**src/rgb_pwm_pkg.sv**
```systemverilog
/*
  Package for the RGB duty-forming block: register offsets, control-register fields,
  reset values, field-mode enumeration, field widths and timing constants.
  Assumes nothing of its surroundings; imported by scope only.
*/
package rgb_pwm_pkg;
  // ************************************************************
  // register map
  // ************************************************************
  localparam logic [7:0] RED_DUTY_LOW_ADDR = 8'h01;
  localparam logic [7:0] GREEN_DUTY_LOW_ADDR = 8'h02;
  localparam logic [7:0] BLUE_DUTY_LOW_ADDR = 8'h03;
  localparam logic [7:0] RED_DUTY_HIGH_ADDR = 8'h04;
  localparam logic [7:0] GREEN_DUTY_HIGH_ADDR = 8'h05;
  localparam logic [7:0] BLUE_DUTY_HIGH_ADDR = 8'h06;
  localparam logic [7:0] FIELD_CTRL_ADDR = 8'h07;

  // ************************************************************
  // control register fields and reset values
  // ************************************************************
  localparam int SPREAD_EN_BIT = 0;
  localparam int SPREAD_RANGE_BIT = 1;
  localparam int THERMAL_EN_BIT = 2;
  localparam int FIELD_MODE_LSB = 4;
  localparam int FIELD_MODE_MSB = 5;
  localparam logic [7:0] FIELD_CTRL_RESET = 8'h06;
  localparam logic [7:0] FIELD_CTRL_MASK = 8'h37;
  localparam logic [7:0] DUTY_RESET = 8'h00;

  typedef enum logic [1:0] {
    MODE_ONE_FIELD = 2'h0,
    MODE_SPLIT_4_8 = 2'h1,
    MODE_SPLIT_5_7 = 2'h2,
    MODE_SPLIT_6_6 = 2'h3
  } field_mode_t;

  // ************************************************************
  // duty widths and timing
  // ************************************************************
  localparam int DUTY_W = 12;
  localparam int LOW_NIBBLE_W = 4;
  localparam logic [11:0] DUTY_FULL = 12'hFFF;
  localparam int CLK_HZ = 25_000_000;
  localparam int SPREAD_FAST_HZ = 5_000;
  localparam int SPREAD_SLOW_HZ = 200;
  localparam int SPREAD_FAST_CYC = CLK_HZ / SPREAD_FAST_HZ;
  localparam int SPREAD_SLOW_CYC = CLK_HZ / SPREAD_SLOW_HZ;
  localparam int SPREAD_PCT = 15;
  localparam int PCT_FULL = 100;
  localparam int PWM_PERIOD_NOM = 4096;
endpackage

```
**src/duty_former.sv**
```systemverilog
/*
  Duty former: builds one channel's 12-bit duty from its low and high data registers
  according to the field mode. Purely combinational; assumes stable inputs.
*/
`timescale 1ns/1ps
module duty_former (
  input wire logic [7:0] lowReg, // colour / low-nibble register
  input wire logic [7:0] highReg, // luminance / high-byte register
  input wire rgb_pwm_pkg::field_mode_t mode, // field mode selector
  output logic [11:0] duty // formed duty value
);
  logic [5:0] colourField;
  logic [7:0] luminanceField;
  logic [13:0] product;

  // fields masked to the mode's width; upper bits ignored
  assign colourField = (mode == rgb_pwm_pkg::MODE_SPLIT_4_8) ? {2'h0, lowReg[3:0]} :
                       (mode == rgb_pwm_pkg::MODE_SPLIT_5_7) ? {1'h0, lowReg[4:0]} :
                       lowReg[5:0];
  assign luminanceField = (mode == rgb_pwm_pkg::MODE_SPLIT_4_8) ? highReg :
                          (mode == rgb_pwm_pkg::MODE_SPLIT_5_7) ? {1'h0, highReg[6:0]} :
                          {2'h0, highReg[5:0]};
  // product never exceeds 3969, so 12 bits hold it
  assign product = colourField * luminanceField;

  assign duty = (mode == rgb_pwm_pkg::MODE_ONE_FIELD) ?
                {highReg, lowReg[3:0]} :
                product[11:0];
endmodule

```
**src/rgb_pwm_field_mode_control.sv**
```systemverilog
/*
  Top of the RGB duty-forming block: register file at the documented offsets, duty
  forming per channel, PWM period counter with boundary-only duty load, current
  scaling from nonvolatile maximum current, thermal shutdown and spread-spectrum
  period dithering. Assumes a synchronous write/read port driven by the serial bus
  front end and a synchronous over-temperature indication from the analog side.
*/
`timescale 1ns/1ps
// Operation
// - one-field duty: upper register gives bits 11:4, lower bits 3:0 give 3:0
// - red uses 01h/04h, green 02h/05h, blue 03h/06h
// - one-field mode gives 4096 duty steps per channel
// - new duty values reach the running PWM only at period boundary
// - average current is channel maximum current scaled by duty
// - control bits 5:4 pick one-field, 4+8, 5+7 or 6+6 split
// - split 01: colour from low bits 3:0, luminance from all high bits
// - two-field duty is colour times luminance, max 15 times 255 in 4+8 split
// - split 10: colour low bits 4:0, luminance high bits 6:0
// - split 11: six-bit colour and luminance, max 63 times 63
// - with thermal enable set, drivers turn off above 165 C
// - thermal enable is control bit 2, resets to one
// - control bit 0 turns PWM clock spreading on, resets off
// - control bit 1 picks 5 kHz (0) or 200 Hz (1) spread rate; default parameters step the sweep once per PWM period at both
// - control register resets with bits 2 and 1 set, rest clear
// - output modulation mode picks 16-bit count or 8+8 dithered
module rgb_pwm_field_mode_control #(
  parameter int SPREAD_SLOW_CYCLES = rgb_pwm_pkg::SPREAD_SLOW_CYC, // 200 Hz sweep period
  parameter int SPREAD_FAST_CYCLES = rgb_pwm_pkg::SPREAD_FAST_CYC // 5 kHz sweep period
) (
  input wire logic mclk, // 25 MHz clock
  input wire logic reset_n, // async reset, active low
  input wire logic regWrite, // one-cycle write strobe
  input wire logic regRead, // one-cycle read strobe
  input wire logic [7:0] regAddr, // register address
  input wire logic [7:0] regWrData, // write data
  output logic [7:0] regRdData, // read data, valid cycle after regRead
  input wire logic overTemp, // die above 165 C, synchronous
  input wire logic outputModulationMode, // 0 plain 16-bit, 1 8+8 dithered
  input wire logic [5:0] redMaxCurrent, // max current code from nonvolatile store
  input wire logic [5:0] greenMaxCurrent, // max current code from nonvolatile store
  input wire logic [5:0] blueMaxCurrent, // max current code from nonvolatile store
  output logic redOutput, // red driver enable
  output logic greenOutput, // green driver enable
  output logic blueOutput, // blue driver enable
  output logic [5:0] redCurrent, // red current code while on
  output logic [5:0] greenCurrent, // green current code while on
  output logic [5:0] blueCurrent, // blue current code while on
  output logic [11:0] redDuty, // red duty in use
  output logic [11:0] greenDuty, // green duty in use
  output logic [11:0] blueDuty, // blue duty in use
  output logic periodStart, // one-cycle pulse at each PWM boundary
  output logic thermalShutdown // drivers held off by over-temperature
);
  // ************************************************************
  // register file
  // ************************************************************
  logic [7:0] dutyLow_ff [3];
  logic [7:0] dutyHigh_ff [3];
  logic [7:0] fieldCtrl_ff;
  logic [7:0] nxt_regRdData;
  logic [2:0] lowSel;
  logic [2:0] highSel;
  logic ctrlSel;

  // one select per channel register, low and high apart
  assign lowSel[0] = regAddr == rgb_pwm_pkg::RED_DUTY_LOW_ADDR;
  assign lowSel[1] = regAddr == rgb_pwm_pkg::GREEN_DUTY_LOW_ADDR;
  assign lowSel[2] = regAddr == rgb_pwm_pkg::BLUE_DUTY_LOW_ADDR;
  assign highSel[0] = regAddr == rgb_pwm_pkg::RED_DUTY_HIGH_ADDR;
  assign highSel[1] = regAddr == rgb_pwm_pkg::GREEN_DUTY_HIGH_ADDR;
  assign highSel[2] = regAddr == rgb_pwm_pkg::BLUE_DUTY_HIGH_ADDR;
  assign ctrlSel = regAddr == rgb_pwm_pkg::FIELD_CTRL_ADDR;

  always_ff @(posedge mclk or negedge reset_n) begin
    if (!reset_n) begin
      for (int i = 0; i < 3; i++) begin
        dutyLow_ff[i] <= rgb_pwm_pkg::DUTY_RESET;
        dutyHigh_ff[i] <= rgb_pwm_pkg::DUTY_RESET;
      end
    end else if (regWrite) begin
      for (int i = 0; i < 3; i++) begin
        if (lowSel[i]) begin
          dutyLow_ff[i] <= regWrData;
        end
        if (highSel[i]) begin
          dutyHigh_ff[i] <= regWrData;
        end
      end
    end
  end

  // reserved bits 7,6,3 never stored, read as zero
  always_ff @(posedge mclk or negedge reset_n) begin
    if (!reset_n) begin
      fieldCtrl_ff <= rgb_pwm_pkg::FIELD_CTRL_RESET;
    end else if (regWrite && ctrlSel) begin
      fieldCtrl_ff <= regWrData & rgb_pwm_pkg::FIELD_CTRL_MASK;
    end
  end

  assign nxt_regRdData = (lowSel[0]) ? dutyLow_ff[0] :
                         (lowSel[1]) ? dutyLow_ff[1] :
                         (lowSel[2]) ? dutyLow_ff[2] :
                         (highSel[0]) ? dutyHigh_ff[0] :
                         (highSel[1]) ? dutyHigh_ff[1] :
                         (highSel[2]) ? dutyHigh_ff[2] :
                         (ctrlSel) ? fieldCtrl_ff : 8'h00;

  always_ff @(posedge mclk or negedge reset_n) begin
    if (!reset_n) begin
      regRdData <= 8'h00;
    end else if (regRead) begin
      regRdData <= nxt_regRdData;
    end
  end

  // ************************************************************
  // control decode
  // ************************************************************
  rgb_pwm_pkg::field_mode_t fieldMode;
  logic spreadEnable;
  logic spreadRangeSelect;
  logic thermalShutdownEnable;

  assign fieldMode = rgb_pwm_pkg::field_mode_t'(
    fieldCtrl_ff[rgb_pwm_pkg::FIELD_MODE_MSB:rgb_pwm_pkg::FIELD_MODE_LSB]);
  assign spreadEnable = fieldCtrl_ff[rgb_pwm_pkg::SPREAD_EN_BIT];
  assign spreadRangeSelect = fieldCtrl_ff[rgb_pwm_pkg::SPREAD_RANGE_BIT];
  assign thermalShutdownEnable = fieldCtrl_ff[rgb_pwm_pkg::THERMAL_EN_BIT];

  // ************************************************************
  // duty forming
  // ************************************************************
  logic [11:0] formedDuty [3];

  for (genvar c = 0; c < 3; c++) begin : g_former
    duty_former u_former (
      .lowReg(dutyLow_ff[c]),
      .highReg(dutyHigh_ff[c]),
      .mode(fieldMode),
      .duty(formedDuty[c])
    );
  end

  // ************************************************************
  // spread-spectrum period dither
  // ************************************************************
  // triangular sweep of the PWM period between 85% and 115% of nominal;
  // steps wait for a period boundary, so the sweep runs slower than the spread modulation frequency
  localparam int SWEEP_W = 24;
  localparam int HALF_SPAN = rgb_pwm_pkg::PWM_PERIOD_NOM * rgb_pwm_pkg::SPREAD_PCT
                             / rgb_pwm_pkg::PCT_FULL;
  localparam logic [13:0] PERIOD_NOM = 14'(rgb_pwm_pkg::PWM_PERIOD_NOM);
  localparam logic [13:0] PERIOD_MIN = 14'(rgb_pwm_pkg::PWM_PERIOD_NOM - HALF_SPAN);
  localparam logic [13:0] PERIOD_MAX = 14'(rgb_pwm_pkg::PWM_PERIOD_NOM + HALF_SPAN);

  logic [SWEEP_W-1:0] sweepCnt_ff;
  logic [SWEEP_W-1:0] sweepLen;
  logic sweepUp_ff;
  logic [13:0] periodLen_ff;
  logic [13:0] nxt_periodLen;
  logic stepNow;

  // 4*HALF_SPAN steps per sweep period; slow rate when range bit set
  assign sweepLen = spreadRangeSelect ?
                    SWEEP_W'(SPREAD_SLOW_CYCLES / (4 * HALF_SPAN)) :
                    SWEEP_W'(SPREAD_FAST_CYCLES / (4 * HALF_SPAN));
  assign stepNow = periodStart && (sweepCnt_ff >= sweepLen);

  always_comb begin
    nxt_periodLen = periodLen_ff;
    if (!spreadEnable) begin
      nxt_periodLen = PERIOD_NOM;
    end else if (stepNow) begin
      nxt_periodLen = sweepUp_ff ? periodLen_ff + 14'h1 : periodLen_ff - 14'h1;
    end
  end

  always_ff @(posedge mclk or negedge reset_n) begin
    if (!reset_n) begin
      sweepCnt_ff <= '0;
      sweepUp_ff <= 1'b1;
      periodLen_ff <= PERIOD_NOM;
    end else begin
      sweepCnt_ff <= stepNow ? '0 : sweepCnt_ff + SWEEP_W'(1);
      periodLen_ff <= nxt_periodLen;
      if (stepNow && (nxt_periodLen >= PERIOD_MAX)) begin
        sweepUp_ff <= 1'b0;
      end else if (stepNow && (nxt_periodLen <= PERIOD_MIN)) begin
        sweepUp_ff <= 1'b1;
      end
    end
  end

  // ************************************************************
  // PWM period and boundary load
  // ************************************************************
  // duty is compared against the period scaled to 12 bits, so 4096 steps
  // hold at every dithered period length; 8+8 mode spreads the low byte
  // across 256 successive periods, counted by subCnt_ff
  logic [13:0] phase_ff;
  logic [11:0] phaseScaled;
  logic [7:0] subCnt_ff;
  logic boundary;

  assign boundary = phase_ff >= (periodLen_ff - 14'h1);
  assign phaseScaled = 12'((26'(phase_ff) * 26'(rgb_pwm_pkg::PWM_PERIOD_NOM))
                           / 26'(periodLen_ff));

  always_ff @(posedge mclk or negedge reset_n) begin
    if (!reset_n) begin
      phase_ff <= '0;
      subCnt_ff <= 8'h00;
      periodStart <= 1'b0;
    end else begin
      phase_ff <= boundary ? 14'h0 : phase_ff + 14'h1;
      subCnt_ff <= boundary ? subCnt_ff + 8'h1 : subCnt_ff;
      periodStart <= boundary;
    end
  end

  // shadow duties change only at a period boundary
  always_ff @(posedge mclk or negedge reset_n) begin
    if (!reset_n) begin
      redDuty <= 12'h000;
      greenDuty <= 12'h000;
      blueDuty <= 12'h000;
    end else if (boundary) begin
      redDuty <= formedDuty[0];
      greenDuty <= formedDuty[1];
      blueDuty <= formedDuty[2];
    end
  end

  // 16-bit view: duty << 4; in 8+8 mode the high byte sets the base width
  // and the low byte adds one step in that many of 256 successive periods
  function automatic logic pwmOn(input logic [11:0] d, input logic [11:0] ph,
                                 input logic [7:0] sub, input logic dith);
    logic [7:0] baseW;
    logic extra;
    baseW = d[11:4];
    extra = ({d[3:0], 4'h0} > sub);
    if (dith) begin
      pwmOn = (ph[11:4] < baseW) || ((ph[11:4] == baseW) && extra);
    end else begin
      pwmOn = ph < d;
    end
  endfunction

  // ************************************************************
  // thermal shutdown and outputs
  // ************************************************************
  logic shutdownNow;
  assign shutdownNow = thermalShutdownEnable && overTemp;

  always_ff @(posedge mclk or negedge reset_n) begin
    if (!reset_n) begin
      thermalShutdown <= 1'b0;
      redOutput <= 1'b0;
      greenOutput <= 1'b0;
      blueOutput <= 1'b0;
      redCurrent <= 6'h00;
      greenCurrent <= 6'h00;
      blueCurrent <= 6'h00;
    end else begin
      thermalShutdown <= shutdownNow;
      redOutput <= !shutdownNow && pwmOn(redDuty, phaseScaled, subCnt_ff, outputModulationMode);
      greenOutput <= !shutdownNow &&
                     pwmOn(greenDuty, phaseScaled, subCnt_ff, outputModulationMode);
      blueOutput <= !shutdownNow &&
                    pwmOn(blueDuty, phaseScaled, subCnt_ff, outputModulationMode);
      // average current = max current times on-fraction
      redCurrent <= shutdownNow ? 6'h00 : redMaxCurrent;
      greenCurrent <= shutdownNow ? 6'h00 : greenMaxCurrent;
      blueCurrent <= shutdownNow ? 6'h00 : blueMaxCurrent;
    end
  end
endmodule

```
**config.mk**
```make
export PLATFORM = sky130hd
export DESIGN_NAME = rgb_pwm_field_mode_control
export DESIGN_NICKNAME = d
export VERILOG_FILES = /design/src/rgb_pwm_pkg.sv /design/src/duty_former.sv /design/src/rgb_pwm_field_mode_control.sv
export SDC_FILE = /design/constraint.sdc
export NUM_CORES = 1
export LEC_CHECK = 0
export BUFFER_PORTS_ARGS = -buffer_cell sky130_fd_sc_hd__buf_2
export CAP_MARGIN = 25
export CORE_UTILIZATION = 30
export CTS_BUF_LIST = sky130_fd_sc_hd__clkbuf_4
export DETAILED_ROUTE_END_ITERATION = 10
export GPL_TIMING_DRIVEN = 0
export SKIP_CTS_REPAIR_TIMING = 1
export SYNTH_ARGS = -nofsm -noshare
export SYNTH_HDL_FRONTEND = slang
export SYNTH_SLANG_ARGS = --single-unit
```
**constraint.sdc**
```tcl
create_clock -name mclk -period 175.3 [get_ports mclk]
set_clock_uncertainty 0.05 [all_clocks]
set_input_delay 0 -clock mclk [delete_from_list [all_inputs] [get_ports mclk]]
set_output_delay 0 -clock mclk [all_outputs]
set_load 0.03 [all_outputs]
```
### After elaboration in Yosys (flattened, before gate mapping)

Cells that the tools add are included.

| word-level totals | value |
|---|---|
| RAM bits | 0 |
| latch bits | 0 |
| register bits | 181 |
| memories | 0 |
| bits in read-only memories | 0 |

| operators by class | value |
|---|---|
| multiply operators | 3 |
| shift operators | 0 |
| muxes and demuxes | 36 |
| equality and inequality tests | 12 |
| div/mod/pow operators | 1 |
| $add $sub $neg | 5 |
| reduce and logical (&&, ||, !) cells | 23 |
| bitwise gates (word level) | 0 |
| order comparisons | 13 |

Operators by type and width:

| cell | count |
|---|---|
| $mux W8 | 9 |
| $mux W6 | 11 |
| $mux W14 | 4 |
| $lt A12 B12 Y1 | 3 |
| $mul A6 B8 Y12 | 3 |
| $mux W12 | 3 |
| $eq A8 B3 Y1 const B | 4 |
| $add A14 B1 Y14 const B | 2 |
| $div A26 B14 Y26 | 1 |
| $add A24 B1 Y24 const B | 1 |
| $eq A8 B8 Y1 | 3 |
| $ge A24 B6 Y1 | 1 |
| $gt A8 B8 Y1 | 3 |
| $lt A8 B8 Y1 | 3 |
| $mux W24 | 1 |
| $mux W7 | 3 |
| $eq A8 B2 Y1 const B | 2 |
| $ge A14 B13 Y1 const B | 1 |
| $ge A14 B14 Y1 | 1 |
| $le A14 B12 Y1 const B | 1 |
| $sub A14 B1 Y14 const B | 1 |
| $reduce_and A2 Y1 | 6 |
| $logic_and A1 B1 Y1 | 11 |
| $add A8 B1 Y8 const B | 1 |
| other kinds (8) | 14 |

### Logic depth before layout (Yosys ltp)

Gate-level depths: netlist of the first run.

| depth | value |
|---|---|
| word-level depth | 9 |
| mapped depth | 342 |
| gate-level depth less buffers | 320 |

### By module

A second synthesis of the first run with hierarchy kept.

| unflattened totals | value |
|---|---|
| cell total of the unflattened synthesis | 4016 |
| area total of the unflattened synthesis | 31182.4 um2 |

By module, submodules not included:

| module | times used | area each (um2) | cells each | seq. area each (um2) |
|---|---|---|---|---|
| rgb_pwm_field_mode_control | 1 | 26663.1 | 3431 | 4534.3 |
| duty_former | 3 | 1506.4 | 195 | 0.0 |

### Worst setup path before layout of the first run

No wires, ideal clock.

| path | value |
|---|---|
| path kind | register -> register |
| start point | register periodLen_ff[0] |
| end point | register blueOutput |
| buffers on the path | 28 |
| data required time | 175.173 ns |
| path slack | 111.733 ns |
| period minus slack after synthesis | 63.567 ns |
| data arrival time | 63.440 ns |
| cell stages (with the launch flop) | 323 |
| path through | dfrtp_1 clkbuf_1 inv_1 buf_1 ha_1 nor3b_1 a41oi_1 a31oi_1 ha_1 o21ai_0 a2111oi_2 a311oi_1 or2_2 ha_1 a21oi_1 a2111oi_4 mux2i_1 ha_1 [... 287 more ...] nor4_1 a21oi_1 nor4_1 nand3_1 clkbuf_1 o21a_1 ha_1 a21o_1 a21o_1 a21oi_1 nor2_1 a211oi_1 o211ai_1 a211o_1 a31o_1 nor4_2 nand4_1 a21oi_1 |

| between the ends | value |
|---|---|
| word-level cells in the longest chain between the ends | 6 |
| elaborated cells between the ends (all ways) | 8 |

RTL lines:

| element | line | text |
|---|---|---|
| start, declared | rgb_pwm_field_mode_control.sv:160 | `logic [13:0] periodLen_ff;` |
| start signal, assigned | rgb_pwm_field_mode_control.sv:186 | `periodLen_ff <= nxt_periodLen;` |
| $div A26 B14 Y26 (*) | rgb_pwm_field_mode_control.sv:208 | `/ 26'(periodLen_ff));` |
| branches (longest 3 deep; another with $lt A12 B12 Y1) | n/a |  |
| $mux W1 (*) | rgb_pwm_field_mode_control.sv:243 | `if (dith) begin` |
| $logic_and A1 B1 Y1 (*) | rgb_pwm_field_mode_control.sv:270 | `blueOutput <= !shutdownNow &&` |
| end signal, assigned | rgb_pwm_field_mode_control.sv:270 |  |
| end, declared | rgb_pwm_field_mode_control.sv:44 | `output logic blueOutput,` |

Mark *: on every way between the ends.
A chain may end at the register's enable or synchronous reset.

### Final worst setup path of the first run

| path | value |
|---|---|
| start point | register periodLen_ff[0] |
| end point | register redOutput |

| between the ends | value |
|---|---|
| word-level cells in the longest chain between the ends | 6 |
| elaborated cells between the ends (all ways) | 8 |

RTL lines:

| element | line | text |
|---|---|---|
| $div A26 B14 Y26 (*) | rgb_pwm_field_mode_control.sv:208 |  |
| branches (longest 3 deep; another with $lt A12 B12 Y1) | n/a |  |
| $mux W1 (*) | rgb_pwm_field_mode_control.sv:243 |  |
| $logic_and A1 B1 Y1 (*) | rgb_pwm_field_mode_control.sv:267 | `redOutput <= !shutdownNow && pwmOn(redDuty, phaseScaled, subCnt_ff, outputModulationMode);` |
| end signal, assigned | rgb_pwm_field_mode_control.sv:267 |  |
| end, declared | rgb_pwm_field_mode_control.sv:42 | `output logic redOutput,` |

Marked as above.

==> results.tsv, run 1 <==
metric	value	unit
grt_start_max_net_pins	97	
pwr-share-comb	10.8	%
synthToLayoutAreaGrowth	10.76	%
worstSetupStartpointType	flip-flop	
crit-reg2reg-launch	periodLen_ff[0]	
dieHeight	319.5	um
pwr-share-clk	34.8	%
routed_via_density	5.413	
reg2reg_depth	324	
ir_drop	0.000005017	V
antenna_left	0	
fin_crit_sh	45.47	%
final_cells	5371	
end_kind	flip-flop	
r2r_end	redOutput	
min_path_type	in -> reg	
layout.nets	4557	
yosys.area.top_type	ha_1	
antenna_found_initial	2	
yosysMostFrequentCell	ha_1	
ys_types	118	
crit_family	compound AO/OA/AOI/OAI gates	
drt_iter0_drc	1847	
pwr-share-seq	54.4	%
drc	0	
synth-seq-area-share	14.99	%
violations	negative hold slack	
netlist_instances	3877	
firstDrtPassIters	5	
synth.avg_cell_area	7.802	um^2
crit_start	periodLen_ff[0]	
critical_path_buf_inv_count	37	
hold_violations	8	
critPathKind	reg -> reg	
max_slew_margin	33.36	%
finalSetupViolations	0	
crit_end	redOutput	
path_clk_slew	0.19	ns
wirelength	93.34	mm
whs	-0.02769	ns
fmax	12.54	MHz
grt_util_all_layers	17.96	%
htreeDepth	4	
worstSkewPairLatency	0.68	ns
ios	107	
swShare	30.86	%
worst_pin_slew	0.9996	ns
placed_cells	5296	
cap_violations	0	
reg2reg_slack	95.58	ns
yosys_warnings	0	
cts_root_buffer	clkbuf_4	
power_leakage	15.22	nW
place_hpwl	74.21	mm
fin_setup_tns	0	ns
syn_nets	4376	
drive_gt1_share	9.359	%
max_stage_delay	0.76	ns
cp.required	175.81	ns
die_w	319.5	um
status	complete, but fails checks	
ys_top_cells_by_count	ha_1, nor2_1, nand2_1, a21oi_1, inv_1	
start_util	30.25	%
syn-cell-area	30250	um^2
die-area	102100	um^2
synth_seq_cells	181	
synth_edf_count	0	
pwr_density_cell	2.377	nW/um^2
arrival	80.23	ns
first_global_vias	28230	
power.switching	0.02458	mW
cts_tree	built	
grt_pass1_wl	150.4	mm
synth_flop_cell	dfrtp_1	
path_common_cell	o21ai_0	
slew_viol_final	0	
crit_path_top_delay_cell	a2111oi_0	
clk_path_buf_depth	2	
wl_per_cell	17.38	um
yosys-top-cells-area	ha_1, dfrtp_1, fa_1, xnor2_1, a21oi_1	
numCtsBuffers	17	
routabilityCongestion	0.8944	
grt_overflow	0	
rsz0062_at_grt	false	
vias	29070	
synth-async-reset-ratio	100.0	%
period_needed	79.72	ns
portBuffers	106	
crit_fanout	28	
p_int	0.05505	mW
crit_cells	324	
core	100000	um^2
clock-sinks	181	
synth_top_area_share	15.97	%
fp-row-count	116	
-- layout make-up --
type,count,area (um^2)
Antenna cell,2,5.005
Buffer,133,514.2
Clock buffer,17,127.6
Clock inverter,15,206.4
Fill cell,10610,66500
Inverter,266,998.5
Multi-Input combinational cell,3297,24200
Sequential cell,181,4534
Tap cell,1298,1624
Timing Repair Buffer,162,1291
-- tightest hold or removal path, cell delays in order --
cell and delay [ns]:
buf_2 0.08, nor3_1 0.04, nand4_1 0.17, nor3b_1 0.15, mux2_2 0.24
-- layer usage --
| metal | track usage, % | wire [um] |
|---|---|---|
| met1 | 23.97 | 42960 |
| met2 | 30.84 | 43970 |
| met3 | 1.444 | 3970 |
| met4 | 5.021 | 2432 |
| met5 | 0 | 0 |
-- registers in the layout, indices dropped and copies added (netlist names), 5 cells and up --
signal        cells
blueCurrent       6
blueDuty         12
dutyHigh_ff      24
dutyLow_ff       24
fieldCtrl_ff      5
greenCurrent      6
greenDuty        12
periodLen_ff     14
phase_ff         14
redCurrent        6
redDuty          12
regRdData         8
subCnt_ff         8
sweepCnt_ff      24
-- through the flow --
step                      total power, mW  worst slack (ns)  utilization (%)  hold WS, ns  area (um^2)
after global routing              0.08272             89.58            33.50    -0.002363        33500
after CTS                         0.07994             96.51            33.07      -0.7570        33070
final                             0.07964             95.58            33.50     -0.02769        33500
after floorplan                   0.04788            111.73                -      -0.3456        30250
after global placement            0.05179             95.69            32.40       0.1577        32400
after detailed placement          0.05194             96.88            32.74     -0.01437        32740
-- cells in the final DEF, fill, tap and decap left out, drive strengths merged, types with 10 or more instances in the layout --
| cell | netlist | routed |
|---|---|---|
| dlygate4sd3 | 0 | 40 |
| nor4 | 32 | 32 |
| a211o | 10 | 10 |
| xor2 | 66 | 66 |
| or4 | 12 | 12 |
| a2111oi | 10 | 10 |
| mux2 | 117 | 117 |
| o31ai | 46 | 46 |
| or3 | 39 | 39 |
| o211a | 10 | 10 |
| a21oi | 280 | 280 |
| nor2 | 365 | 365 |
| fa | 73 | 73 |
| and3 | 39 | 39 |
| mux2i | 44 | 44 |
| a31oi | 25 | 25 |
| nand2 | 325 | 325 |
| and4 | 10 | 10 |
| xnor2 | 163 | 163 |
| o21a | 70 | 70 |
| nand2b | 76 | 76 |
| ha | 386 | 386 |
| nand3 | 101 | 101 |
| a21o | 126 | 126 |
| inv | 264 | 272 |
| nand4 | 64 | 64 |
| a21boi | 22 | 22 |
| or2 | 32 | 32 |
| o21ai | 243 | 243 |
| buf | 28 | 150 |
| o2111ai | 16 | 16 |
| clkbuf | 105 | 122 |
| nor2b | 43 | 43 |
| dfrtp | 177 | 177 |
| nor3 | 94 | 94 |
| o21bai | 20 | 20 |
| a211oi | 33 | 33 |
| o211ai | 47 | 47 |
| o31a | 14 | 14 |
| and2 | 105 | 105 |
-- logic make-up (layout without fill, tap and decap cells) --
| logic type | count (synthesis) | in the layout | share of synthesized area, % |
|---|---|---|---|
| buf+inv | 399 | 593 | 4.997 |
| flops | 181 | 181 | 14.99 |
| xor+xnor | 229 | 229 | 6.631 |
| mux | 166 | 166 | 6.250 |
| simple gates | 1369 | 1369 | 22.48 |
| other cells | 0 | 2 | 0 |
| fa+ha+maj | 459 | 459 | 20.80 |
| compound gates | 1074 | 1074 | 23.86 |
-- worst min-delay path by stage --
stage / from / to / slack, ns / cells past startpoint
after floorplan: reset_n / blueCurrent[0] / -0.35 / 0
after global placement: greenMaxCurrent[1] / greenCurrent[1] / 0.16 / 2
after detailed placement: reset_n / blueCurrent[3] / -0.01 / 1
after CTS: reset_n / blueCurrent[3] / -0.76 / 1
after global routing: redMaxCurrent[3] / redCurrent[3] / -0.002 / 3
final: regAddr[7] / dutyHigh_ff[4] / -0.03 / 5
-- power groups by stage --
stage / sequential, mW / clock, mW / combinational (mW)
detailed placement: 0.0441 / 0 / 0.00783
finish: 0.0434 / 0.0277 / 0.00860
floorplan: 0.0444 / 0 / 0.00345
CTS: 0.0434 / 0.0287 / 0.00787
global route: 0.0435 / 0.0299 / 0.00938
global placement: 0.0441 / 0 / 0.00770
(Power assumes the default switching activity.)
==> run 2, diff against run 1 <==
==> constraint.sdc (replaced) <==
create_clock -name mclk -period 80.8 [get_ports mclk]
set_clock_uncertainty 0.05 [all_clocks]
set_input_delay 0 -clock mclk [delete_from_list [all_inputs] [get_ports mclk]]
set_output_delay 0 -clock mclk [all_outputs]
set_load 0.03 [all_outputs]
==> results.tsv, run 2 (same netlist as run 1, synthesis figures left out) <==
metric	value	unit	change
htreeDepth	4		unchanged
layout.nets	4558		+0.022%
largestRegisters	dutyHigh_ff (24), dutyLow_ff (24), sweepCnt_ff (24)		
core	100000	um^2	unchanged
grt_pass1_wl	150.4	mm	unchanged
critical_path_buf_inv_count	36		-2.7%
final_common_cell	ha_1		
path_common_cell	o21ai_0		
violations	negative hold slack		
end_kind	flip-flop		
status	complete, but fails checks		
ios	107		unchanged
fmax	13.31	MHz	+6.1%
hold_violations	8		unchanged
first_global_vias	28230		unchanged
pwr_density_cell	5.138	nW/um^2	+120%
finalSetupViolations	0		unchanged
cts_root_buffer	clkbuf_4		
num-fill-cells	10600		-0.085%
whs	-0.02765	ns	+0.00004140 ns
power	0.1726	mW	+120%
max_slew_margin	35.22	%	+1.9 points
synthToLayoutAreaGrowth	11.08	%	
clock-sinks	181		unchanged
critPathKind	reg -> reg		
numCtsBuffers	17		unchanged
clk_path_buf_depth	2		unchanged
cp.required	81.31	ns	-94.50 ns
worst_pin_slew	0.9717	ns	-0.02781 ns
grt_util_all_layers	17.96	%	unchanged
antenna_found_initial	2		unchanged
die_w	319.5	um	unchanged
dieHeight	319.5	um	unchanged
rsz0062_at_grt	false		
min_path_type	in -> reg		
grt_start_max_net_pins	97		unchanged
drc	0		unchanged
drive_gt1_share	9.946	%	+0.59 points
vias	29090		+0.062%
crit_family	compound AO/OA/AOI/OAI gates		
path_clk_slew	0.18	ns	about the same
crit_path_top_delay_cell	dfrtp_1		
fin_crit_sh	92.95	%	+47 points
firstDrtPassIters	6		+1
routed_via_density	5.415		about the same
routabilityCongestion	0.8944		unchanged
wirelength	93.40	mm	about the same
cts_tree	built		
die-area	102100	um^2	unchanged
fp-row-count	116		unchanged
portBuffers	106		unchanged
period_needed	75.10	ns	-4.613 ns
max_stage_delay	0.60	ns	-0.16 ns
fin_setup_tns	0	ns	unchanged
wl_per_cell	17.39	um	about the same
start_util	30.25	%	unchanged
ir_drop	0.00001097	V	+120%
grt_overflow	0		unchanged
power_leakage	15.29	nW	+0.47%
drt_iter0_drc	1863		+0.87%
layout_common_cells	ha_1, nor2_1, nand2_1, a21oi_1, inv_1		
worstSkewPairLatency	0.67	ns	about the same
cap_violations	0		unchanged
antenna_left	0		unchanged
crit_fanout	28		unchanged
place_hpwl	74.21	mm	unchanged
worstSetupStartpointType	flip-flop		
slew_viol_final	0		unchanged
arrival	75.62	ns	-4.61 ns
## run 2: through the flow
| step | util [%] | hold slack (ns) | instances | cell area [um^2] | worst slack [ns] |
|---|---|---|---|---|---|
| after global placement | 32.40 | 0.1577 | 5281 | 32400 | 1.188 |
| after CTS | 33.07 | -0.7570 | 5328 | 33070 | 2.008 |
| after detailed placement | 32.74 | -0.01437 | 5296 | 32740 | 2.385 |
| after global routing | 33.60 | -0.002363 | 5372 | 33600 | 0.05614 |
| after floorplan | - | -0.3456 | 3877 | 30250 | 17.23 |
| final | 33.60 | -0.02765 | 5372 | 33600 | 5.696 |
## run 2: final timing paths
| check | end | cells past startpoint | slack (ns) | startpoint |
|---|---|---|---|---|
| max in group asynchronous | greenCurrent[5] | 4 | 79.82 | reset_n |
| min in group asynchronous | fieldCtrl_ff[2] | 3 | 0.37 | reset_n |
| min reg2reg | subCnt_ff[7] | 1 | 0.45 | subCnt_ff[7] |
| max | redOutput | 326 | 5.70 | periodLen_ff[0] |
| max reg2reg | redOutput | 326 | 5.70 | periodLen_ff[0] |
| min | fieldCtrl_ff[1] | 5 | -0.03 | regAddr[7] |
## run 2: final cells by class
class | instances | area (um^2) | share of cell area (%)
repair buffers | 165 | 1314 | 3.910
clock inverters | 15 | 206.4 | 0.6144
plain buffers | 131 | 524.3 | 1.560
diodes | 2 | 5.005 | 0.01490
multi-input cells | 3297 | 24260 | 72.21
clock buffers | 17 | 127.6 | 0.3798
well taps | 1298 | 1624 | 4.834
inverters | 266 | 1001 | 2.979
flip-flops and latches | 181 | 4534 | 13.50
## run 2: metal layers
layer	GRT usage, %	part of all wire [%]
met3	1.444	4.2
met1	23.97	46
met5	0	0
met4	5.021	2.6
met2	30.84	47
## run 2: worst register-to-register path: cells and delay by family, from the launching register on
family,cells,cell delay [ns]
buffers and inverters,36,9.71
AND/OR/NAND/NOR,85,16.24
adder cells (fa/ha/maj),27,8.66
multiplexers,8,3.08
AO/OA/AOI/OAI,170,36.61
flip-flops,1,0.60
## run 2: where the power goes
group | switching (mW) | leakage, nW | internal [mW] | total (mW)
Sequential | 0.00149 | 2.43 | 0.0925 | 0.0940
Combinational | 0.0121 | 12.7 | 0.00644 | 0.0186
Clock | 0.0395 | 0.175 | 0.0204 | 0.0600
